## config.mk

```make
export PLATFORM = sky130hd
export DESIGN_NAME = core_clock_gen
export DESIGN_NICKNAME = d
export VERILOG_FILES = /design/src/verilog/clk_out_pkg.sv /design/src/verilog/core_clock_gen.sv /design/src/verilog/pin_sync.sv
export SDC_FILE = /design/constraint.sdc
export NUM_CORES = 1
export LEC_CHECK = 0
export CAP_MARGIN = 20
export CORE_AREA = 2 2 40 42
export CTS_CLUSTER_DIAMETER = 80
export DETAILED_ROUTE_END_ITERATION = 16
export DIE_AREA = 0 0 42 44
export DONT_BUFFER_PORTS = 1
export HOLD_SLACK_MARGIN = 0.1
export SETUP_SLACK_MARGIN = 0.05
export SYNTH_ARGS = -nofsm -noshare
export SYNTH_HDL_FRONTEND = slang
export SYNTH_SLANG_ARGS = --single-unit
```

## constraint.sdc

```tcl
create_clock -name SYS_CLK -period 0.8 [get_ports SYS_CLK]
set_input_delay 0.08 -clock SYS_CLK [delete_from_list [all_inputs] [get_ports SYS_CLK]]
set_output_delay 0.08 -clock SYS_CLK [all_outputs]
set_load 0.005 [all_outputs]
```

## src/verilog/clk_out_pkg.sv

```systemverilog
// package of constants for the core clock output and shared nmi pin
// Overview of operation
// - clock output follows internal core clock phase
// - pll at unity ratios: output tracks reference
// - pll off: output is half reference rate
// - during reset, init pin loads pll enable
// - after reset, falling pin edge requests nmi
package clk_out_pkg;
    localparam logic PLL_ENABLE_RESET = 1'b0;
    localparam logic NMI_IDLE_LEVEL = 1'b1;
    localparam logic [7:0] FACTOR_ONE = 8'h01;
    localparam int SYNC_STAGES = 2;
endpackage

```

## src/verilog/core_clock_gen.sv

```systemverilog
// core clock output generator, pll enable capture and nmi edge detector
module core_clock_gen
#(
    parameter int FACTOR_W = 8
)
(
    input wire logic SYS_CLK,
    input wire logic RESETN,
    input wire logic REF_CLOCK_IN,
    input wire logic PLL_INIT_SELECT,
    input wire logic PLL_CLOCK_IN,
    input wire logic [FACTOR_W-1:0] MUL_FACTOR,
    input wire logic [FACTOR_W-1:0] DIV_FACTOR,
    output logic CORE_CLOCK_OUT,
    output logic CRYSTAL_DRIVE_OUT,
    output logic PLL_ENABLE_BIT,
    output logic NMI_REQUEST
);
    // ****************************************************
    // pin synchronisers
    // ****************************************************
    localparam int PIN_COUNT = 3;

    logic ref_sync;
    logic pin_sync_lvl;
    logic pll_sync;
    logic [PIN_COUNT-1:0] pin_raw;
    logic [PIN_COUNT-1:0] pin_clean;

    assign pin_raw = {PLL_CLOCK_IN, PLL_INIT_SELECT, REF_CLOCK_IN};

    generate
        for (genvar g = 0; g < PIN_COUNT; g++)
        begin : g_sync
            pin_sync u_sync
            (
                .clk(SYS_CLK),
                .resetn(RESETN),
                .async_in(pin_raw[g]),
                .sync_out(pin_clean[g])
            );
        end
    endgenerate

    assign ref_sync = pin_clean[0];
    assign pin_sync_lvl = pin_clean[1];
    assign pll_sync = pin_clean[2];

    // ****************************************************
    // strap synchroniser
    // ****************************************************
    // never reset: a reset chain would show the idle level and hide the strap
    logic strap_meta;
    logic strap_sync;

    always_ff @(posedge SYS_CLK)
    begin
        strap_meta <= PLL_INIT_SELECT;
        strap_sync <= strap_meta;
    end

    // ****************************************************
    // pll enable capture
    // ****************************************************
    // captured by a clocked process, never as a reset value, so the strap stays legal
    always_ff @(posedge SYS_CLK)
    begin
        if (!RESETN)
        begin
            PLL_ENABLE_BIT <= strap_sync;
        end
    end

    // ****************************************************
    // ratio decode
    // ****************************************************
    // unity decode, shared by the output mux and its checks
    function automatic logic is_unity(input logic [FACTOR_W-1:0] mul,
                                      input logic [FACTOR_W-1:0] div);
        return (mul == FACTOR_W'(clk_out_pkg::FACTOR_ONE)) &&
               (div == FACTOR_W'(clk_out_pkg::FACTOR_ONE));
    endfunction

    // ****************************************************
    // clock output selection
    // ****************************************************
    logic ref_prev;
    logic half_clk;
    logic core_clk;
    wire ref_rise = ref_sync & ~ref_prev;
    wire unity = is_unity(MUL_FACTOR, DIV_FACTOR);
    // unity ratio: pll clock equals reference, so reference phase is used directly
    wire next_core = PLL_ENABLE_BIT ? (unity ? ref_sync : pll_sync) : half_clk;

    always_ff @(posedge SYS_CLK)
    begin
        if (!RESETN)
        begin
            // follows ref_sync, held high in reset, so release never shows a false rise
            ref_prev <= ref_sync;
            half_clk <= 1'b0;
            core_clk <= 1'b0;
            CORE_CLOCK_OUT <= 1'b0;
            CRYSTAL_DRIVE_OUT <= 1'b1;
        end
        else
        begin
            ref_prev <= ref_sync;
            if (ref_rise)
                half_clk <= ~half_clk;
            core_clk <= next_core;
            CORE_CLOCK_OUT <= next_core;
            CRYSTAL_DRIVE_OUT <= ~ref_sync;
        end
    end

    // ****************************************************
    // nmi falling edge detector
    // ****************************************************
    // sampled on core clock rising edges; limitation: pulses shorter than a core period may be missed
    logic core_prev;
    logic nmi_prev;
    wire core_rise = core_clk & ~core_prev;
    wire nmi_fall = core_rise & nmi_prev & ~pin_sync_lvl;

    always_ff @(posedge SYS_CLK)
    begin
        if (!RESETN)
        begin
            core_prev <= 1'b0;
            nmi_prev <= clk_out_pkg::NMI_IDLE_LEVEL;
            NMI_REQUEST <= 1'b0;
        end
        else
        begin
            core_prev <= core_clk;
            if (core_rise)
                nmi_prev <= pin_sync_lvl;
            NMI_REQUEST <= nmi_fall;
        end
    end

    // ****************************************************
    // checks: output phase
    // ****************************************************
    a_out_core_phase: assert property (@(posedge SYS_CLK) disable iff (!RESETN)
        CORE_CLOCK_OUT == core_clk) else $error("output off core phase");

    a_ratio_follows_pll: assert property (@(posedge SYS_CLK) disable iff (!RESETN)
        (PLL_ENABLE_BIT && !unity) |=> (CORE_CLOCK_OUT == $past(pll_sync))) else $error("ratio not pll");

    // ****************************************************
    // checks: unity ratio
    // ****************************************************
    a_unity_follows_ref: assert property (@(posedge SYS_CLK) disable iff (!RESETN)
        (PLL_ENABLE_BIT && unity) |=> (CORE_CLOCK_OUT == $past(ref_sync))) else $error("unity not ref");

    // ****************************************************
    // checks: half rate
    // ****************************************************
    a_half_rate_toggle: assert property (@(posedge SYS_CLK) disable iff (!RESETN)
        ref_rise |=> (half_clk != $past(half_clk))) else $error("half rate did not toggle");

    a_half_rate_hold: assert property (@(posedge SYS_CLK) disable iff (!RESETN)
        !ref_rise |=> (half_clk == $past(half_clk))) else $error("half rate toggled without edge");

    a_ref_rise_single: assert property (@(posedge SYS_CLK) disable iff (!RESETN)
        ref_rise |=> !ref_rise) else $error("reference rise seen twice");

    a_pll_off_out: assert property (@(posedge SYS_CLK) disable iff (!RESETN)
        !PLL_ENABLE_BIT |=> (CORE_CLOCK_OUT == $past(half_clk))) else $error("pll off output wrong");

    // ****************************************************
    // checks: enable strap
    // ****************************************************
    a_enable_held: assert property (@(posedge SYS_CLK)
        RESETN && $past(RESETN) |-> $stable(PLL_ENABLE_BIT)) else $error("enable changed out of reset");

    a_enable_capture: assert property (@(posedge SYS_CLK)
        $rose(RESETN) |-> (PLL_ENABLE_BIT == $past(strap_sync))) else $error("enable not captured");

    // ****************************************************
    // checks: nmi request
    // ****************************************************
    a_nmi_on_fall: assert property (@(posedge SYS_CLK) disable iff (!RESETN)
        nmi_fall |=> NMI_REQUEST) else $error("nmi missed");

    a_nmi_pulse: assert property (@(posedge SYS_CLK) disable iff (!RESETN)
        NMI_REQUEST |=> !NMI_REQUEST) else $error("nmi longer than a cycle");

    a_nmi_needs_fall: assert property (@(posedge SYS_CLK) disable iff (!RESETN)
        NMI_REQUEST |-> $past(nmi_fall)) else $error("nmi without falling edge");

    // ****************************************************
    // checks: nmi during reset
    // ****************************************************
    a_nmi_quiet_reset: assert property (@(posedge SYS_CLK)
        !RESETN |=> !NMI_REQUEST) else $error("nmi after reset");

    a_detector_idle: assert property (@(posedge SYS_CLK)
        $rose(RESETN) |-> nmi_prev) else $error("detector not idle at release");
endmodule

```

## src/verilog/pin_sync.sv

```systemverilog
// two-flop synchroniser for one asynchronous pin
module pin_sync
(
    input wire logic clk,
    input wire logic resetn,
    input wire logic async_in,
    output logic sync_out
);
    logic stage1;

    // stage1 feeds only the second flop; metastability stays contained
    always_ff @(posedge clk)
    begin
        if (!resetn)
        begin
            stage1 <= clk_out_pkg::NMI_IDLE_LEVEL;
            sync_out <= clk_out_pkg::NMI_IDLE_LEVEL;
        end
        else
        begin
            stage1 <= async_in;
            sync_out <= stage1;
        end
    end
endmodule
```

==> metrics.md <==
| Metric | Value |
|---|---|
| Clock share of power | 0.306 |
| Clock tree sinks | 16 |
| Hold depth | 1 |
| Critical Path AT | approximately 0.86 ns |
| R2r worst-path depth | 3 |
| Final setup violation count | 4 |
| Synth unique cells | 18 |
| Status | finished, violations left |
| Startpoint Class | flip-flop |
| Sequential power share | 0.632 |
| Pin count of the biggest net entering global routing | 13 |
| Post-synth ARST share | 0 |
| Avg WL per Cell | 10.9 µm |
| RSZ-0062 raised after global routing | yes |
| Initial Util | 0.377 |
| HPWL after DPL | 556 µm |
| Synth Net Count | 65 |
| Max incr delay on CP | ~0.43 ns |
| Routed wire length | about 770 µm |
| Via-to-Cell Ratio | a little under 5 |
| Hold Crit Class | in -> reg |
| Largest cells by area after synthesis | dfxtp_1, nand2b_1, edfxtp_1, nor4_2, nor4b_4 |
| Core Area | approximately 1400 µm² |
| Maxcap violations | 0 |
| WP buf/inv | 1 |
| Failing checks | hold timing, setup timing |
| # diodes | 0 |
| #FFs+latches synth | 16 |
| Crit path depth | 1 |
| Post-synth top flop | dfxtp_1 |
| Antenna Violating Nets Remaining | 0 |
| Share of post-route cells with drive strength above 1 | 0.291 |
| Initial antenna violation count | 0 |
| CP Max Fanout | 4 |
| Setup crit end kind | output port |
| Core Rows | 14 |
| Fraction of power spent switching nets | 0.194 |
| Final worst setup slack | -0.144 ns |
| Hold Vio Cnt, Final | 9 |
| Register area share after synthesis | 0.617 |
| # nets final | between 70 and 80 |
| FF-to-FF setup slack | -0.11 ns |
| Multi-input logic area | 201 µm² |
| Grt ovf | 0 |
| Hold WS | -0.131 ns |
| RePlAce Congestion | roughly 0.71 |
| DIE AREA | 1850 µm² |
| Delay-heaviest family, CP | flip-flops |
| CTS Root Cell | clkbuf_4 |
| Final worst path period need | approximately 0.94 ns |
| DP Cell Count | 63 |
| Final worst-path cycle share | 1.18 |
| Pins Over Slew Limit | 0 |
| I/O Buffers | 0 |
| Number of fill cells | 132 |
| Max stage delay cell, worst path | edfxtp_1 |
| Average size of a mapped cell | 12.2 µm² |
| Area after DPL | between 500 and 600 µm² |
| First-pass GRT wire length | around 1100 µm |
| Critical-path cell list | buf_4 |
| Non-filler cells, final | between 70 and 80 |
| NetSw | ~0.26 mW |
| Clock slew at reported path FFs | 0.09 ns |
| Final instance area | approximately 660 µm² |
| Worst vdd ir | roughly 1.2 mV |
| Clock skew | around 0.0057 ns |
| Lkg Pwr | between 0.2 and 0.3 nW |
| CTS hold repair buffers | 4 |
| Synthesized instance count | 44 |
| Die Ht | ~44 µm |
| CP required | about 0.7 ns |
| Register Area | roughly 330 µm² |
| Synth warn | 0 |
| Post-synth top cells | dfxtp_1, nand2b_1, nand2_1 |
| Fmax | 1.06 GHz |
| Total number of vias | roughly 340 |
| H-tree depth | 1 |
| Actual slew at the worst max-slew pin | 0.250 ns |
| Synth area leader | dfxtp_1 |
| Setup Crit Path Kind | reg -> out |
| Inserted Clock Buffers | 3 |
| DRC | 0 |
| Worst rel slew slack | 0.832 |
| # IOs | 25 |
| CTS tree | built |
| GRT Total Usage | 0.0918 |
| Vias in the first global route | 289 |
| Final setup TNS | -0.340 ns |
| Most frequent cell after synthesis | dfxtp_1 |
| Comb pwr share | 0.061 |
| Yosys top cell area share | 0.561 |
| Drt first pass iters | 2 |
| Max Buffers Root-to-Sink | 2 |
| Power Density | a little over 2000 nW/µm² |
| Post-synthesis cell area | around 540 µm² |
| Post-synth EDFFs | 1 |
| Synth-to-Final Area Change | 23.8% |
| Clock latency on the worst-skew pair | about 0.27 ns |
| Number of buffers added for setup after CTS | 0 |
| Drt initial violations | 3 |
| Internal | around 1.1 mW |
| Die Wd | about 42 µm |
## final timing paths
path | endpoint | start
worst max-delay path | PLL_ENABLE_BIT | PLL_ENABLE_BIT$_DFFE_PN_
worst min-delay path | nmi_prev$_SDFFE_PN1N_ | RESETN
worst max register to register | core_clk$_SDFF_PN0_ | PLL_ENABLE_BIT$_DFFE_PN_
worst min register to register | strap_sync$_DFF_P_ | strap_meta$_DFF_P_
## power by group through the flow
stage | Combinational, mW | Clock [mW] | Sequential (mW)
floorplan | 0.0468 | 0 | 0.874
global placement | 0.0613 | 0 | 0.875
detailed placement | 0.0631 | 0 | 0.876
CTS | 0.0841 | 0.435 | 0.860
global route | 0.0914 | 0.463 | 0.864
finish | 0.0833 | 0.416 | 0.860
## through the flow
step	setup WS [ns]	total power [mW]	hold WS [ns]	util
CTS	-0.161	1.38	-0.143	0.466
finish	-0.144	1.36	-0.131	0.467
floorplan	-0.0142	0.921	0.108	-
global route	-0.206	1.42	-0.143	0.467
global placement	-0.0815	0.936	0.108	0.412
detailed placement	-0.120	0.939	0.108	0.412
## logic make-up after synthesis
family / after synthesis / synth area share
AO/OA/AOI/OAI: 5 / 0.0607
multiplexers: 1 / 0.0187
buffers and inverters: 3 / 0.0210
flip-flops: 16 / 0.617
AND/OR/NAND/NOR: 19 / 0.283
## repair_timing
action,in CTS,in global routing
endpoints found under the setup margin,5,5
pin swaps,1,0
resized for setup,2,1
endpoints found under the hold margin,14,9
## sequential cells by signal (all words and copies together), names as in the netlist
name / flops
strap_meta: 1
g_sync.u_sync.sync_out: 3
core_prev: 1
g_sync.u_sync.stage1: 3
nmi_prev: 1
CRYSTAL_DRIVE_OUT: 1
core_clk: 1
NMI_REQUEST: 1
ref_prev: 1
strap_sync: 1
half_clk: 1
PLL_ENABLE_BIT: 1
## routing by layer
layer,routed length [µm],GRT usage,up-vias
met5,0,0,-
met4,17,0.0968,0
met3,108,0.0500,2
met2,361,0.141,22
met1,285,0.0836,143
li1,-,-,175
## final cells by class
class                   instances  share of cell area
flip-flops and latches         16               0.504
multi-input cells              25               0.304
repair buffers                  8               0.111
clock buffers                   4              0.0396
well taps                      16              0.0302
inverters                       2              0.0113
## cells in the final DEF, fill, tap and decap left out, types with 2 or more instances in the layout
master / n
buf_4: 3
clkbuf_4: 3
dfxtp_1: 12
dfxtp_2: 3
dlygate4sd3_1: 4
nand2_1: 3
nand2b_1: 7
nor4_2: 2
o21ai_0: 2
## worst reg2reg max path, stage by stage (launching register included)
cell	delay (ns)
edfxtp_1	0.43
nand2b_1	0.10
a41oi_1	0.04
a311oi_1	0.25
Note: power is estimated with default switching activity, not from simulation.
